<file path="src/shared/axis_homing_pkg.sv">
/*
  Shared constants for one motion axis: parameter numbers of the register
  map, field positions, reset values and homing encodings.
  Assumes a host that reaches the parameters by number, one word per access.
*/
package axis_homing_pkg;

  // Parameter numbers; the register port addresses them directly.
  localparam logic [7:0] ADDR_SLOW_RUN_CURRENT   = 8'hB7;
  localparam logic [7:0] ADDR_RANDOM_OFF_MODE    = 8'hB8;
  localparam logic [7:0] ADDR_HOMING_MODE        = 8'hC1;
  localparam logic [7:0] ADDR_HOMING_COARSE      = 8'hC2;
  localparam logic [7:0] ADDR_HOMING_FINE        = 8'hC3;
  localparam logic [7:0] ADDR_END_SWITCH_SPAN    = 8'hC4;
  localparam logic [7:0] ADDR_PRE_ZERO_POSITION  = 8'hC5;
  localparam logic [7:0] ADDR_BOOST_CURRENT      = 8'hC8;
  localparam logic [7:0] ADDR_EXT_INDEX_CONTROL  = 8'hC9;
  localparam logic [7:0] ADDR_FREEWHEEL_DELAY    = 8'hCC;
  localparam logic [7:0] ADDR_LOAD_READOUT       = 8'hCE;
  localparam logic [7:0] ADDR_MOTION_ERROR_FLAGS = 8'hCF;

  // Homing mode field layout.
  localparam int HOME_INVERT_BIT = 7;
  localparam int RIGHT_REF_BIT   = 6;
  localparam logic [5:0] BASE_MODE_MIN = 6'h01;
  localparam logic [5:0] BASE_MODE_MAX = 6'h08;

  // Index control field layout.
  localparam int INDEX_CLEAR_BIT    = 2;
  localparam int INDEX_EVERY_BIT    = 3;
  localparam int INDEX_POLARITY_BIT = 4;

  // Error flag layout.
  localparam int ERR_STALL_BIT     = 0;
  localparam int ERR_DEVIATION_BIT = 1;

  // Reset values.
  localparam logic [7:0]  RST_SLOW_RUN_CURRENT = 8'h00;
  localparam logic [7:0]  RST_HOMING_MODE      = 8'h01;
  localparam logic [10:0] RST_HOMING_SPEED     = 11'h000;
  localparam logic [7:0]  RST_BOOST_CURRENT    = 8'h00;
  localparam logic [4:0]  RST_INDEX_CONTROL    = 5'h00;
  localparam logic [15:0] RST_FREEWHEEL_DELAY  = 16'h0000;

  // Freewheel delay unit: one tick of the delay setting.
  localparam int FREEWHEEL_UNIT_NS = 10_000_000;
  localparam int CLK_PERIOD_NS     = 40;
  localparam int FREEWHEEL_TICK_CYCLES = FREEWHEEL_UNIT_NS / CLK_PERIOD_NS;

  // Homing state codes.
  typedef enum logic [2:0] {
    HS_IDLE  = 3'b000,
    HS_FIRST = 3'b001,
    HS_BACK  = 3'b010,
    HS_FAR   = 3'b011,
    HS_LEAVE = 3'b100,
    HS_DONE  = 3'b101
  } home_state_t;

endpackage : axis_homing_pkg

</file>
<file path="src/rtl/axis_homing_status.sv">
/*
  One motion axis: current selection, chopper off-time mode, reference
  search, index clearing of the external encoder, freewheel cutoff and
  error flags, with the parameter registers on a simple word port.
  Assumes synchronous switch, index and status inputs; the ramp generator,
  driver and encoder counters live outside and follow the commands given.
*/
`timescale 1ns/100ps
module axis_homing_status
  import axis_homing_pkg::*;
#(
  parameter int TICK_CYCLES = FREEWHEEL_TICK_CYCLES
) (
  // Clock and reset.
  input  wire logic        clk,
  input  wire logic        arst_n,
  // Parameter register port.
  input  wire logic        regWrite,
  input  wire logic        regRead,
  input  wire logic [7:0]  regAddr,
  input  wire logic [31:0] regWdata,
  output logic      [31:0] regRdata,
  output logic             regAck,
  // Commands.
  input  wire logic        homingCommand,
  input  wire logic        motionCommand,
  output logic             homingRejected,
  output logic             homingBusy,
  // Motion status from the ramp generator.
  input  wire logic [10:0] actualSpeed,
  input  wire logic        accelerating,
  input  wire logic        motionDone,
  input  wire logic [10:0] thresholdSpeed,
  input  wire logic [10:0] stallStopSpeed,
  input  wire logic [31:0] actualPosition,
  input  wire logic [31:0] encoderPosition,
  input  wire logic [31:0] maxDeviation,
  input  wire logic [9:0]  loadValue,
  input  wire logic [7:0]  maxCurrent,
  // Switches and encoder index.
  input  wire logic        leftStop,
  input  wire logic        rightStop,
  input  wire logic        homeSwitch,
  input  wire logic        indexPulse,
  // Drive outputs.
  output logic [7:0]       motorCurrent,
  output logic             randomOffTime,
  output logic             powerCut,
  output logic             motorStop,
  output logic [10:0]      homingSpeed,
  output logic             homingDirPos,
  output logic             homingMove,
  output logic             zeroPosition,
  output logic             clearExtEncoder
);

  // Refuse a tick count that could never reach its terminal value.
  if (TICK_CYCLES < 1) begin : g_tickCheck
    $error("TICK_CYCLES must be at least one.");
  end

  ////////////////////////////////////////////////////////////////////////////
  // State.
  typedef struct packed {
    logic [7:0]  slowRun;
    logic        randomOff;
    logic [7:0]  homeMode;
    logic [10:0] coarse;
    logic [10:0] fine;
    logic [31:0] span;
    logic [31:0] preZero;
    logic [7:0]  boost;
    logic [4:0]  indexCtl;
    logic [15:0] freeDelay;
    logic [1:0]  errFlags;
    logic [31:0] rdata;
    logic        ack;
    home_state_t hstate;
    logic        secondPass;
    logic [31:0] firstPos;
    logic        indexArmed;
    logic        indexPrev;
    logic        clrEnc;
    logic        zeroPos;
    logic        reject;
    logic [31:0] tickCnt;
    logic [15:0] freeCnt;
    logic        cut;
    logic        stop;
    logic [7:0]  current;
  } state_t;

  state_t stateReg;
  state_t stateNext;

  ////////////////////////////////////////////////////////////////////////////
  // Homing, index and fault decode helpers.
  logic [5:0]  baseMode;
  logic        homeActive;
  logic        refSwitch;
  logic        indexLevel;
  logic        indexEdge;
  logic [31:0] deviation;
  logic        stallStop;
  logic        devStop;

  // Mode decode, switch selection and fault detection.
  always_comb begin
    baseMode   = stateReg.homeMode[5:0] & 6'h3F;
    homeActive = homeSwitch ^ stateReg.homeMode[HOME_INVERT_BIT];
    refSwitch  = stateReg.homeMode[RIGHT_REF_BIT] ? rightStop
                                                  : leftStop;
    indexLevel = stateReg.indexCtl[INDEX_POLARITY_BIT] ? indexPulse
                                                       : !indexPulse;
    indexEdge  = indexLevel && !stateReg.indexPrev;
    deviation  = ($signed(actualPosition) > $signed(encoderPosition))
                 ? actualPosition - encoderPosition
                 : encoderPosition - actualPosition;
    stallStop  = (actualSpeed > stallStopSpeed)
                 && (loadValue == 10'h000);
    devStop    = (maxDeviation != 32'h0000_0000)
                 && (deviation > maxDeviation);
  end

  ////////////////////////////////////////////////////////////////////////////
  // Next-state logic.
  always_comb begin
    stateNext         = stateReg;
    stateNext.ack     = 1'b0;
    stateNext.zeroPos = 1'b0;
    stateNext.clrEnc  = 1'b0;
    stateNext.reject  = 1'b0;
    stateNext.indexPrev = indexLevel;

    // Register writes.
    if (regWrite) begin
      stateNext.ack = 1'b1;
      unique case (regAddr)
        ADDR_SLOW_RUN_CURRENT:  stateNext.slowRun  = regWdata[7:0];
        ADDR_RANDOM_OFF_MODE:   stateNext.randomOff = regWdata[0];
        ADDR_HOMING_MODE:       stateNext.homeMode = regWdata[7:0];
        ADDR_HOMING_COARSE:     stateNext.coarse   = regWdata[10:0];
        ADDR_HOMING_FINE:       stateNext.fine     = regWdata[10:0];
        ADDR_BOOST_CURRENT:     stateNext.boost    = regWdata[7:0];
        ADDR_EXT_INDEX_CONTROL: begin
          stateNext.indexCtl   = regWdata[4:0];
          stateNext.indexArmed = regWdata[INDEX_CLEAR_BIT];
        end
        ADDR_FREEWHEEL_DELAY:   stateNext.freeDelay = regWdata[15:0];
        default:                stateNext.ack      = 1'b1;
      endcase
    end

    // Register reads; unmapped numbers return zero.
    if (regRead) begin
      stateNext.ack = 1'b1;
      unique case (regAddr)
        ADDR_SLOW_RUN_CURRENT:  stateNext.rdata = {24'h0, stateReg.slowRun};
        ADDR_RANDOM_OFF_MODE:   stateNext.rdata = {31'h0, stateReg.randomOff};
        ADDR_HOMING_MODE:       stateNext.rdata = {24'h0, stateReg.homeMode};
        ADDR_HOMING_COARSE:     stateNext.rdata = {21'h0, stateReg.coarse};
        ADDR_HOMING_FINE:       stateNext.rdata = {21'h0, stateReg.fine};
        ADDR_END_SWITCH_SPAN:   stateNext.rdata = stateReg.span;
        ADDR_PRE_ZERO_POSITION: stateNext.rdata = stateReg.preZero;
        ADDR_BOOST_CURRENT:     stateNext.rdata = {24'h0, stateReg.boost};
        ADDR_EXT_INDEX_CONTROL: stateNext.rdata = {27'h0, stateReg.indexCtl};
        ADDR_FREEWHEEL_DELAY:   stateNext.rdata = {16'h0, stateReg.freeDelay};
        ADDR_LOAD_READOUT:      stateNext.rdata = {22'h0, loadValue};
        ADDR_MOTION_ERROR_FLAGS: begin
          stateNext.rdata    = {30'h0, stateReg.errFlags};
          stateNext.errFlags = 2'b00;
        end
        default:                stateNext.rdata = 32'h0000_0000;
      endcase
    end

    // Motion commands clear the error flags before new faults are added.
    if (motionCommand || homingCommand) begin
      stateNext.errFlags = 2'b00;
    end

    // Faults stop the motor and set flags; a set beats a clear.
    stateNext.stop = stallStop || devStop;
    if (stallStop) begin
      stateNext.errFlags[ERR_STALL_BIT] = 1'b1;
    end
    if (devStop) begin
      stateNext.errFlags[ERR_DEVIATION_BIT] = 1'b1;
    end

    // Current selection: boost on ramps, slow-run below threshold.
    if (accelerating) begin
      stateNext.current = (stateReg.boost == 8'h00) ? maxCurrent
                                                    : stateReg.boost;
    end else if (actualSpeed < thresholdSpeed) begin
      stateNext.current = stateReg.slowRun;
    end else begin
      stateNext.current = maxCurrent;
    end

    // Index clearing of the external encoder.
    if (indexEdge && stateReg.indexCtl[INDEX_CLEAR_BIT]
        && (stateReg.indexArmed || stateReg.indexCtl[INDEX_EVERY_BIT])) begin
      stateNext.clrEnc = 1'b1;
      if (!stateReg.indexCtl[INDEX_EVERY_BIT]) begin
        stateNext.indexArmed = 1'b0;
      end
    end

    // Freewheel: count ticks while stopped, cut power at the delay.
    if (actualSpeed != 11'h000 || stateReg.freeDelay == 16'h0000) begin
      stateNext.tickCnt = 32'h0000_0000;
      stateNext.freeCnt = 16'h0000;
      stateNext.cut     = 1'b0;
    end else if (!stateReg.cut) begin
      if (stateReg.tickCnt == 32'(TICK_CYCLES - 1)) begin
        stateNext.tickCnt = 32'h0000_0000;
        stateNext.freeCnt = stateReg.freeCnt + 16'h0001;
        if (stateReg.freeCnt + 16'h0001 >= stateReg.freeDelay) begin
          stateNext.cut = 1'b1;
        end
      end else begin
        stateNext.tickCnt = stateReg.tickCnt + 32'h0000_0001;
      end
    end

    // Capture on the zeroing pulse itself: the motor may take one more
    // step after the decision, and the counter is cleared only now.
    if (stateReg.zeroPos) begin
      stateNext.preZero = actualPosition;
    end

    // Reference search sequencer.
    unique case (stateReg.hstate)
      HS_IDLE: begin
        if (homingCommand) begin
          if (baseMode < BASE_MODE_MIN || baseMode > BASE_MODE_MAX) begin
            stateNext.reject = 1'b1;
          end else begin
            stateNext.secondPass = 1'b0;
            stateNext.hstate     = HS_FIRST;
          end
        end
      end
      HS_FIRST: begin
        // Coarse run toward the first target.
        unique case (baseMode)
          6'h01, 6'h04: if (refSwitch) stateNext.hstate = HS_LEAVE;
          6'h02, 6'h03: if (rightStop) begin
            stateNext.firstPos = actualPosition;
            stateNext.hstate   = HS_FAR;
          end
          6'h05: if (homeActive) stateNext.hstate = HS_LEAVE;
                 else if (leftStop) stateNext.hstate = HS_BACK;
          6'h06: if (homeActive) stateNext.hstate = HS_LEAVE;
                 else if (rightStop) stateNext.hstate = HS_BACK;
          default: if (homeActive) stateNext.hstate = HS_LEAVE;
        endcase
      end
      HS_BACK: begin
        // Reversed run in mode 5 or 6 until the home switch shows.
        if (homeActive) stateNext.hstate = HS_LEAVE;
      end
      HS_FAR: begin
        // Modes 2 and 3 travel to the left switch after the right.
        if (leftStop) begin
          stateNext.span   = stateReg.firstPos - actualPosition;
          stateNext.hstate = HS_LEAVE;
        end
      end
      HS_LEAVE: begin
        // Fine run until the switch releases: the switching point.
        if ((baseMode <= 6'h04 && !refSwitch && baseMode != 6'h02
             && baseMode != 6'h03)
            || ((baseMode == 6'h02 || baseMode == 6'h03) && !leftStop)
            || (baseMode >= 6'h05 && !homeActive)) begin
          if ((baseMode == 6'h03 || baseMode == 6'h04)
              && !stateReg.secondPass) begin
            stateNext.secondPass = 1'b1;
          end else begin
            stateNext.zeroPos = 1'b1;
            stateNext.hstate  = HS_DONE;
          end
        end
      end
      HS_DONE: begin
        if (motionDone) stateNext.hstate = HS_IDLE;
      end
      default: stateNext.hstate = HS_IDLE;
    endcase
    if ((stallStop || devStop || motionCommand)
        && stateReg.hstate != HS_IDLE) begin
      stateNext.hstate = HS_IDLE;
    end
  end

  ////////////////////////////////////////////////////////////////////////////
  // Register the state.
  always_ff @(posedge clk or negedge arst_n) begin
    if (!arst_n) begin
      stateReg           <= '0;
      stateReg.slowRun   <= RST_SLOW_RUN_CURRENT;
      stateReg.homeMode  <= RST_HOMING_MODE;
      stateReg.coarse    <= RST_HOMING_SPEED;
      stateReg.fine      <= RST_HOMING_SPEED;
      stateReg.boost     <= RST_BOOST_CURRENT;
      stateReg.indexCtl  <= RST_INDEX_CONTROL;
      stateReg.freeDelay <= RST_FREEWHEEL_DELAY;
      stateReg.hstate    <= HS_IDLE;
    end else begin
      stateReg <= stateNext;
    end
  end

  ////////////////////////////////////////////////////////////////////////////
  // Outputs; the fine speed is used only in HS_LEAVE, while leaving the switch.
  always_comb begin
    regRdata        = stateReg.rdata;
    regAck          = stateReg.ack;
    homingRejected  = stateReg.reject;
    homingBusy      = stateReg.hstate != HS_IDLE;
    motorCurrent    = stateReg.current;
    randomOffTime   = stateReg.randomOff;
    powerCut        = stateReg.cut;
    motorStop       = stateReg.stop;
    zeroPosition    = stateReg.zeroPos;
    clearExtEncoder = stateReg.clrEnc;
    homingMove      = stateReg.hstate inside {HS_FIRST, HS_BACK, HS_FAR,
                                              HS_LEAVE};
    homingSpeed     = (stateReg.hstate == HS_LEAVE) ? stateReg.fine
                                                    : stateReg.coarse;
    // Direction per phase; leaving a switch means moving away from it.
    unique case (stateReg.hstate)
      HS_FIRST: homingDirPos = baseMode inside {6'h02, 6'h03, 6'h06, 6'h07}
                               || ((baseMode == 6'h01 || baseMode == 6'h04)
                                   && stateReg.homeMode[RIGHT_REF_BIT]);
      HS_BACK:  homingDirPos = baseMode == 6'h05;
      HS_FAR:   homingDirPos = 1'b0;
      // Modes 2 and 3 end on the left switch, so they leave it upward.
      HS_LEAVE: homingDirPos = stateReg.secondPass
                               ? (baseMode <= 6'h04
                                  && stateReg.homeMode[RIGHT_REF_BIT])
                               : !(baseMode inside {6'h06, 6'h07}
                                   || (baseMode inside {6'h01, 6'h04}
                                   && stateReg.homeMode[RIGHT_REF_BIT]));
      default:  homingDirPos = 1'b0;
    endcase
  end

endmodule : axis_homing_status

</file>
<file path="config.mk">
export PLATFORM = sky130hd
export DESIGN_NAME = axis_homing_status
export DESIGN_NICKNAME = d
export VERILOG_FILES = /design/src/shared/axis_homing_pkg.sv /design/src/rtl/axis_homing_status.sv
export SDC_FILE = /design/constraint.sdc
export NUM_CORES = 1
export LEC_CHECK = 0
export BUFFER_PORTS_ARGS = -buffer_cell sky130_fd_sc_hd__buf_2
export CORE_ASPECT_RATIO = 1.1
export CORE_MARGIN = 5
export CORE_UTILIZATION = 56
export DETAILED_ROUTE_END_ITERATION = 16
export GPL_TIMING_DRIVEN = 0
export PLACE_DENSITY = 0.8
export SETUP_SLACK_MARGIN = 0.5
export SLEW_MARGIN = 5
export SYNTH_ARGS = -nofsm -noshare
export SYNTH_HDL_FRONTEND = slang
export SYNTH_SLANG_ARGS = --single-unit
</file>
<file path="constraint.sdc">
create_clock -name clk -period 8.4 [get_ports clk]
set_input_delay 0.42 -clock clk [delete_from_list [all_inputs] [get_ports clk]]
set_output_delay 0.42 -clock clk [all_outputs]
set_load 0.01 [all_outputs]
</file>
==> results.json, run 1 <==
{
  "outcome": "finished, final reports clean",
  "insertion_delay_ns": 0.55,
  "seq_area_um2": 6660,
  "synth.cell_area_um2": 19100,
  "post-synth-top-area-cell": "dfrtp_1",
  "worstMarginPinSlew_ns": 1.17,
  "cp_top_family": "compound AO/OA/AOI/OAI gates",
  "fin_crit_ns": 6.42,
  "grt_pass1_wl_mm": 91.1,
  "pin_count": 260,
  "max_cap_violations": 0,
  "nets": 2779,
  "post_cts_resized": 0,
  "vias": 17223,
  "period_share_pct": 76.4,
  "cts_sinks": 266,
  "yosys-top-cells-count": "dfrtp_1 (265), nand2_1 (182), o21ai_0 (179), inv_1 (170), ha_1 (165)",
  "cp-start-kind": "input port",
  "drt_iter0_drc": 1325,
  "cts_tree": "done",
  "clockRootBuffer": "clkbuf_16",
  "yosysWarnings": 0,
  "core_area_um2": 33900,
  "fillers": 2797,
  "post_cts_buffers": 0,
  "critPathArrivalTime_ns": 6.85,
  "layout-drive-gt1-share_pct": 20.4,
  "clk_transition_reported_paths_ns": 0.07,
  "yosysMostFrequentCell": "dfrtp_1",
  "fp.dieH_um": 204,
  "synth_edf_count": 0,
  "grt_max_degree": 97,
  "setup_viol": 0,
  "clockBufferDepth": 3,
  "firstDrtPassIters": 5,
  "multi_input_area_um2": 11100,
  "ys.flop_type": "dfrtp_1",
  "hp-class": "in -> reg",
  "p_leak_nw": 10.8,
  "critPathCaptureType": "flip-flop",
  "portBuffers": 238,
  "powerDensity_nw_per_um2": 179,
  "placedInstanceArea_um2": 20900,
  "start_util_pct": 56.3,
  "grt_use_total_pct": 29.7,
  "dieArea_um2": 37900,
  "grt_pass1_vias": 17166,
  "final-hold-violation-count": 0,
  "finalSetupTns_ns": 0,
  "viasPerCell": 6.00,
  "num_rows": 71,
  "drc": 0,
  "wirelength_mm": 57.2,
  "avgSynthCellArea_um2": 8.93,
  "final_cells": 2870,
  "dp_hpwl_mm": 45.2,
  "synth-async-reset-ratio_pct": 100,
  "gp_congestion": 0.924,
  "crit_slowest_cell": "a2111oi_1",
  "synth_top_area_share_pct": 34.7,
  "rsz0062_at_grt": "false",
  "wl_per_cell_um": 19.9,
  "slew_violations": 0,
  "numCtsBuffers": 28,
  "synth_nets": 2508,
  "cp_data_required_time_ns": 8.83,
  "cpPeakStageDelay_ns": 0.91,
  "timing.critical_path.buf_inv": 4,
  "antenna_found_initial": 2,
  "postCtsHoldBufs": 1,
  "htreeDepth": 1,
  "synthCells": 2141,
  "synth-seq-cells": 266,
  "synth-seq-area-share_pct": 34.8,
  "synth_area_leaders": "dfrtp_1 (35%), ha_1 (11%), mux2_2 (7.1%)",
  "fmax_mhz": 156,
  "skew_ns": 0.0161,
  "path_class": "in -> reg",
  "grt-ovfl-total": 0,
  "ant_nets": 0,
  "ys_types": 88,
  "dp.cells": 2819,
  "max_slew_margin_pct": 21.6,
  "design_area_um2": 21800,
  "die_width_um": 186,
  "area_delta_synth_final_pct": 14.2,
  "ir_drop_mv": 0.141,
  "crit_fanout": 10
}
-- kinds of logic (layout without fill, tap and decap cells) --
family	Yosys count	in the layout	share of synthesized area (%)
adders and majority gates	168	168	11.1
AOI/OAI and AO/OA	625	625	21.2
xor gates and xnor gates	92	92	4.22
buffers and inverters	303	592	6.94
and+or+nand+nor	551	551	13.7
other	0	2	0
DFF	266	266	34.8
muxes	136	136	8.00
-- path summary, 6_finish.rpt --
check | start | to | slack [ns] | cells after the start
setup / recovery | actualPosition[0] | stateReg[96] | 1.98 | 28
hold / removal | homingCommand | stateReg[95] | 0.1 | 2
setup reg to reg | stateReg[65] | stateReg[226] | 5.12 | 12
hold reg to reg | stateReg[61] | clearExtEncoder | 0.42 | 1
max in group asynchronous | arst_n | stateReg[92] | 6.64 | 4
min in group asynchronous | arst_n | motorCurrent[0] | 0.43 | 2
-- sequential cells by signal, indices dropped and copies added (netlist names) --
name,flops
regAck,1
motorStop,1
baseMode,6
powerCut,1
homingRejected,1
clearExtEncoder,1
stateReg,213
zeroPosition,1
randomOffTime,1
regRdata,32
motorCurrent,8
-- layout make-up --
type	count	area share, %
repair buffers	241	5.80
inverters	170	2.92
diodes	2	0.0229
well taps	438	2.51
clock inverters	10	0.413
multi-input cells	1572	51.0
plain buffers	133	3.15
flip-flops and latches	266	30.5
clock buffers	38	3.66
-- power by group --
group,total [W],internal (W),leakage [nW],switching [W]
clock network,0.00121,0.000696,0.437,0.000518
registers,0.00154,0.00143,3.57,0.000103
logic,0.00116,0.000504,6.84,0.000660
-- cell usage in the layout (no fill, tap or decap), drive strengths merged, types with 32 or more instances in the layout --
cell type / Yosys / routed
buf: 60 / 300
ha: 165 / 165
xnor2: 41 / 41
nand4: 36 / 36
dfrtp: 265 / 265
nand2: 182 / 182
nand3: 32 / 32
a21o: 57 / 57
nor2: 151 / 151
mux2: 121 / 121
a21oi: 167 / 167
inv: 170 / 172
xor2: 51 / 51
o21ai: 186 / 186
clkbuf: 73 / 111
-- worst register-to-register path, stage by stage (launching register included) --
cell,delay [ns]
dfrtp_1,0.38
ha_1,0.35
o21ai_0,0.11
a31oi_1,0.33
nor2_1,0.10
o221ai_1,0.21
a21oi_1,0.19
o21ai_1,0.28
a21oi_1,0.17
o41ai_2,0.49
o2111ai_1,0.22
and3_1,0.18
o31ai_1,0.18
-- per-stage QoR --
step / setup slack, ns / power [W] / utilization (%) / hold slack (ns)
floorplan: 3.27 / 0.00232 / - / 0.124
global placement: 1.52 / 0.00265 / 61.5 / 0.416
detailed placement: 1.46 / 0.00270 / 61.6 / 0.416
CTS: 2.01 / 0.00391 / 64.3 / 0.0821
global route: 1.74 / 0.00413 / 64.3 / 0.103
finish: 1.98 / 0.00391 / 64.3 / 0.0980
-- per-layer routing --
layer  vias to the layer above  global-route usage, %  wire (µm)
met5                         -                      0          0
met3                       111                   2.93       3930
met2                       673                   49.2      27100
met4                         0                   10.2       1930
li1                       8186                      -          -
met1                      8253                   40.9      24200
(Power assumes the default switching activity.)
==> run 2: changes to the inputs <==
--- a/config.mk
+++ b/config.mk
@@ -8,10 +8,10 @@
 export BUFFER_PORTS_ARGS = -buffer_cell sky130_fd_sc_hd__buf_2
 export CORE_ASPECT_RATIO = 1.1
 export CORE_MARGIN = 5
-export CORE_UTILIZATION = 56
+export CORE_UTILIZATION = 54
 export DETAILED_ROUTE_END_ITERATION = 16
 export GPL_TIMING_DRIVEN = 0
-export PLACE_DENSITY = 0.8
+export PLACE_DENSITY = 0.81
 export SETUP_SLACK_MARGIN = 0.5
 export SLEW_MARGIN = 5
 export SYNTH_ARGS = -nofsm -noshare
==> constraint.sdc (replaced) <==
create_clock -name clk -period 5.7 [get_ports clk]
set_input_delay 0.285 -clock clk [delete_from_list [all_inputs] [get_ports clk]]
set_output_delay 0.285 -clock clk [all_outputs]
set_load 0.01 [all_outputs]
==> run 2 against run 1 <==
  * Worst hold slack worse by 0.093 ns
  * Largest power group unchanged
  * Critical path depth stayed put
  * Critical endpoint unchanged
  * Non-clock buffer count is 31 higher
  * First-iteration DRC count is 4.7% lower
==> results.json, run 2 (synthesized netlist as in run 1, its figures left out) <==
{
  "layout-drive-gt1-share_pct": 22.5,
  "regToRegSetupSlack_ns": 2.38,
  "drt_iter0_drc": 1263,
  "grt_pass1_wl_mm": 91.5,
  "startpoint": "actualPosition[0]",
  "ir_drop_mv": 0.254,
  "cts_tree": "done",
  "fp.dieH_um": 207,
  "rr_startpoint": "stateReg[66]",
  "ant_nets": 0,
  "start_util_pct": 54.5,
  "p_int_w": 0.00401,
  "largest_reg_flops": 213,
  "outcome": "finished, final reports clean",
  "area_delta_synth_final_pct": 17.1,
  "grt_max_degree": 105,
  "slew_violations": 0,
  "period_share_pct": 90.2,
  "numCtsBuffers": 28,
  "min_from": "actualPosition[0]",
  "powerDensity_nw_per_um2": 266,
  "wl_per_cell_um": 20.1,
  "grt-ovfl-total": 0,
  "wirelength_mm": 58.4,
  "critPathCaptureType": "flip-flop",
  "path_class": "in -> reg",
  "p_sw_share_pct": 32.6,
  "htreeDepth": 1,
  "grt_use_total_pct": 28.5,
  "gp_congestion": 0.945,
  "clockRootBuffer": "clkbuf_16",
  "cp_top_family": "compound AO/OA/AOI/OAI gates",
  "pwr-share-comb_pct": 30.7,
  "fmax_mhz": 195,
  "power.switching_w": 0.00194,
  "insertion_delay_ns": 0.56,
  "seqPwrFrac_pct": 38.1,
  "fin_crit_ns": 5.14,
  "clockPowerShare_pct": 31.2,
  "rsz0062_at_grt": "true",
  "power_w": 0.00595,
  "portBuffers": 238,
  "critPathArrivalTime_ns": 5.58,
  "layout_commonest_cell": "dfrtp_1",
  "regMostFlops": "stateReg",
  "antenna_found_initial": 4,
  "hp-class": "in -> reg",
  "cpPeakStageDelay_ns": 0.43,
  "dieArea_um2": 39300,
  "core_area_um2": 35000,
  "vias": 17334,
  "max_cap_violations": 0,
  "crit_slowest_cell": "a2111oi_4",
  "worst_slack_ns": 0.561,
  "pin_count": 260,
  "cts_sinks": 266,
  "drc": 0,
  "final-hold-violation-count": 0,
  "worstMarginPinSlew_ns": 1.16,
  "layout_common_cells": "dfrtp_1 (265), buf_2 (245), nand2_1 (182)",
  "firstDrtPassIters": 7,
  "die_width_um": 189,
  "crit_fanout": 4,
  "clk_transition_reported_paths_ns": 0.07,
  "nets": 2810,
  "cp_data_required_time_ns": 6.14,
  "max_slew_margin_pct": 22.0,
  "viasPerCell": 5.96,
  "dp_hpwl_mm": 45.8,
  "skew_ns": 0.0151,
  "preCtsSetupSlack_ns": -1.08,
  "clockBufferDepth": 3,
  "num_rows": 72,
  "grt_pass1_vias": 17367,
  "final_util_pct": 63.9,
  "setup_viol": 0,
  "timing.critical_path.buf_inv": 5,
  "cp-start-kind": "input port",
  "p_leak_nw": 11.1
}
run 2: cell count changes in the layout (fill, tap and decap cells not counted), sizes merged:
cell | previous run | this run
clkinvlp | 2 | 3
diode | 2 | 4
bufinv | 1 | 2
dlygate4sd3 | 1 | 9
clkbuf | 111 | 112
buf | 300 | 323
inv | 172 | 171
clkinv | 5 | 4
run 2: power by group through the flow:
stage	clock network, W	registers [W]	logic, W
CTS	0.00187	0.00226	0.00175
global placement	0	0.00228	0.00163
global route	0.00196	0.00229	0.00202
floorplan	0	0.00223	0.00119
finish	0.00186	0.00227	0.00183
detailed placement	0	0.00229	0.00169
run 2: area by class of cell:
type / instances / area, µm²
Clock inverter: 10 / 111
Sequential cell: 266 / 6660
Antenna cell: 4 / 10.0
Buffer: 133 / 713
Fill cell: 2906 / 12700
Timing Repair Buffer: 272 / 1540
Multi-Input combinational cell: 1572 / 11300
Clock buffer: 39 / 823
Inverter: 170 / 641
Tap cell: 444 / 556
run 2: final timing paths:
path,to,depth (start not counted)
max in group asynchronous,stateReg[86],3
min in group asynchronous,motorCurrent[2],2
min reg2reg,clearExtEncoder,1
max,stateReg[96],28
max reg2reg,stateReg[226],12
min,stateReg[63],3
run 2: worst reg2reg max path, cell delays in order, from the launching register on:
cell and delay (ns):
dfrtp_1 0.39, ha_1 0.36, o21ai_0 0.11, a31oi_1 0.32, nor2_1 0.09, o221ai_1 0.24, a21oi_1 0.20, o21ai_1 0.28
a21oi_1 0.17, o41ai_2 0.48, o2111ai_1 0.21, and3_1 0.18, o31ai_1 0.18
run 2: per-layer routing:
layer	wire (µm)	vias up	track usage [%]
met1	24100	8312	37.6
met4	2520	0	11.3
met5	0	-	0
li1	-	8258	-
met2	28000	636	47.7
met3	3830	128	3.62
run 2: stage by stage:
step | hold WS (ns) | area [µm²] | TNS, ns | cells
after floorplan | -0.0106 | 19100 | 0 | 2141
after global placement | 0.413 | 20900 | -85.22 | 2823
after detailed placement | 0.267 | 20900 | -3.59 | 2825
after CTS | 0.00290 | 22100 | 0 | 2888
after global routing | 0.0193 | 22400 | 0 | 2910
final | 0.00492 | 22400 | 0 | 2910
run 2: what timing repair did:
action / 4_1_cts / 5_1_grt
gates resized for setup: 21 / 38
hold buffers: 9 / 0
buffers inserted: 5 / 18
pin swaps: 13 / 33
hold endpoints to repair: 71 / 0
setup endpoints to repair: 5 / 3
==> run 3: changes to the inputs <==
--- a/config.mk
+++ b/config.mk
@@ -5,13 +5,14 @@
 export SDC_FILE = /design/constraint.sdc
 export NUM_CORES = 1
 export LEC_CHECK = 0
+export ABC_AREA = 1
 export BUFFER_PORTS_ARGS = -buffer_cell sky130_fd_sc_hd__buf_2
 export CORE_ASPECT_RATIO = 1.1
 export CORE_MARGIN = 5
 export CORE_UTILIZATION = 54
 export DETAILED_ROUTE_END_ITERATION = 16
 export GPL_TIMING_DRIVEN = 0
-export PLACE_DENSITY = 0.81
+export PLACE_DENSITY = 0.8
 export SETUP_SLACK_MARGIN = 0.5
 export SLEW_MARGIN = 5
 export SYNTH_ARGS = -nofsm -noshare
==> run 3 against run 2 <==
  * Wire length increased by 22%
  * Cell area up 6.9%
  * Utilization down 1.4 points
  * Power is 6.2% higher
  * Synthesized area grew 9.6%
  * Via count rose by 24%
  * Sequential share of layout area is 1.9 points lower
  * Combinational power is 16% higher
  * Critical path depth rose by 3
  * Fmax up 6.3%
  * Clock power is 5% higher
  * Synthesized cell count increased by 39%
  * Critical path type unchanged
  * Critical endpoint unchanged
  * Largest cell class unchanged
  * Largest power group unchanged
  * Highest routed layer unchanged
==> results.json, run 3 <==
{
  "layout-drive-gt1-share_pct": 15.4,
  "ys_types": 60,
  "powerDensity_nw_per_um2": 264,
  "cts_sinks": 266,
  "ys.flop_type": "dfrtp_1",
  "holdPathStages": 3,
  "post-synth-top-area-cell": "dfrtp_1",
  "synth_top_area_share_pct": 31.7,
  "regMostFlops": "stateReg",
  "rsz0062_at_grt": "false",
  "dp.cells": 3711,
  "critPathCaptureType": "flip-flop",
  "num_rows": 75,
  "skew_ns": 0.0110,
  "core_area_um2": 38300,
  "max_cap_violations": 0,
  "synth_area_leaders": "dfrtp_1 (32%), nand2_1 (12%), ha_1 (9.9%)",
  "num_antenna_cells": 0,
  "hp-class": "in -> reg",
  "ir_drop_mv": 0.232,
  "numCtsBuffers": 27,
  "critPathArrivalTime_ns": 5.32,
  "largest_reg_flops": 213,
  "grt_max_degree": 108,
  "worstMarginPinSlew_ns": 0.716,
  "outcome": "finished, final reports clean",
  "crit_fanout": 10,
  "synth_nets": 3334,
  "clockPowerShare_pct": 30.8,
  "drc": 0,
  "yosysWarnings": 0,
  "p_sw_share_pct": 36.6,
  "htreeDepth": 1,
  "nets": 3618,
  "portBuffers": 242,
  "synth-async-reset-ratio_pct": 100,
  "seqPwrFrac_pct": 35.6,
  "yosys-top-cells-count": "nand2_1 (658), inv_1 (474), o21ai_0 (309), dfrtp_1 (265), nor2_1 (221)",
  "fin_crit_ns": 4.83,
  "antenna_found_initial": 0,
  "cp_top_family": "simple AND/OR/NAND/NOR gates",
  "crit_cells": 31,
  "pin_count": 260,
  "clockRootBuffer": "clkbuf_16",
  "finalSetupTns_ns": 0,
  "layout_commonest_cell": "nand2_1",
  "clk_transition_reported_paths_ns": 0.06,
  "viasPerCell": 5.69,
  "final_cells": 3772,
  "cts_tree": "done",
  "grt-ovfl-total": 0,
  "p_leak_nw": 12.4,
  "reg2reg_depth": 19,
  "cp-start-kind": "input port",
  "grt_use_total_pct": 32.3,
  "clockBufferDepth": 3,
  "worst_path_most_repeated_cell": "nand2_1",
  "setup_viol": 0,
  "path_class": "in -> reg",
  "slew_violations": 0,
  "synth-seq-cells": 266,
  "avgSynthCellArea_um2": 7.06,
  "area_delta_synth_final_pct": 14.2,
  "max_slew_margin_pct": 51.8,
  "start_util_pct": 54.7,
  "synth.cell_area_um2": 20900,
  "post_cts_buffers": 0,
  "grt_pass1_wl_mm": 112,
  "die_width_um": 198,
  "synthCells": 2967,
  "gp_congestion": 1.11,
  "fmax_mhz": 207,
  "period_share_pct": 84.8,
  "final-hold-violation-count": 0,
  "insertion_delay_ns": 0.55,
  "dieArea_um2": 42800,
  "wl_per_cell_um": 18.9,
  "cp_data_required_time_ns": 6.19,
  "dp_hpwl_mm": 58.3,
  "synth_edf_count": 0,
  "fillers": 3509,
  "wirelength_mm": 71.2,
  "ant_nets": 0,
  "yosysMostFrequentCell": "nand2_1",
  "crit_slowest_cell": "dlygate4sd3_1",
  "p_int_w": 0.00401,
  "synth-seq-area-share_pct": 31.8,
  "layout_common_cells": "nand2_1 (658), inv_1 (474), o21ai_0 (309)",
  "power.switching_w": 0.00231,
  "grt_pass1_vias": 21499,
  "drt_iter0_drc": 1776,
  "firstDrtPassIters": 8,
  "fp.dieH_um": 217,
  "vias": 21470,
  "timing.critical_path.buf_inv": 7,
  "pwr-share-comb_pct": 33.6,
  "cpPeakStageDelay_ns": 0.51
}
-- run 3: area by class of cell --
type                       count  area (µm²)  share of cell area, %
timing repair buffer         255        1390                   5.79
clock buffer                  32         734                   3.07
sequential                   266        6660                   27.8
multi-input combinational   2087       11700                   49.0
buffer                       109         666                   2.78
inverter                     505        1900                   7.92
clock inverter                18         236                  0.988
tap                          500         626                   2.61
-- run 3: what timing repair did --
| item | in CTS | in global routing |
|---|---|---|
| hold buffers | 11 | 0 |
| hold endpoints to repair | 88 | 0 |
| gates resized for setup | 0 | 0 |
-- run 3: metrics by stage --
stage          cell area (µm²)  worst slack (ns)  power (W)  hold WS [ns]  utilization, %
2_1_floorplan            20900              2.23    0.00366       -0.0106               -
3_3_place_gp             22800            -0.361    0.00429         0.416            59.5
3_5_place_dp             22800             0.688    0.00435         0.299            59.7
4_1_cts                  23900             0.911    0.00630       0.00105            62.5
5_1_grt                  23900             0.562    0.00668        0.0146            62.5
6_report                 23900             0.867    0.00632       0.00713            62.5
-- run 3: cell families after synthesis --
group	Yosys count	share of synthesized area (%)
AOI/OAI and AO/OA	713	19.6
xor gates and xnor gates	75	3.14
adders and majority gates	168	10.1
buffers and inverters	614	12.2
DFF	266	31.8
muxes	1	0.0538
and+or+nand+nor	1130	23.0
-- run 3: worst paths after layout --
path                                         start              end  slack (ns)
worst min register to register        stateReg[61]  clearExtEncoder        0.45
worst max-delay path            actualPosition[28]     stateReg[96]        0.87
min in group asynchronous                   arst_n  motorCurrent[4]        0.29
worst max register to register        stateReg[10]         powerCut        2.73
worst min-delay path             actualPosition[3]    stateReg[166]       0.007
max in group asynchronous                   arst_n    stateReg[191]        4.03
-- run 3: power by group through the flow --
stage,sequential (W),combinational (W),clock [W]
floorplan,0.00224,0.00142,0
global route,0.00227,0.00238,0.00203
detailed placement,0.00228,0.00207,0
CTS,0.00225,0.00210,0.00196
finish,0.00225,0.00212,0.00195
global placement,0.00227,0.00202,0
-- run 3: worst register-to-register path, stage by stage, from the launching register on --
cell,delay (ns)
dfrtp_1,0.43
ha_1,0.20
nand2_1,0.11
nor2_1,0.16
nand2_1,0.12
nor3_1,0.20
nand2_1,0.14
nor3_1,0.24
inv_1,0.10
nor2_1,0.10
nor2_1,0.07
ha_1,0.27
nand2_1,0.06
inv_1,0.05
nand3_1,0.09
nor3_1,0.23
nand2_1,0.09
nand3_1,0.13
nand2_1,0.06
nand2_1,0.05
-- run 3: metal layers --
layer,GRT usage (%),vias to the layer above,part of all wire [%],wire length [µm]
li1,-,10229,-,-
met4,14.6,0,5.1,3650
met2,57.9,988,49,35200
met1,38.9,10060,39,27700
met3,3.53,193,6.4,4590
met5,0,-,0,0
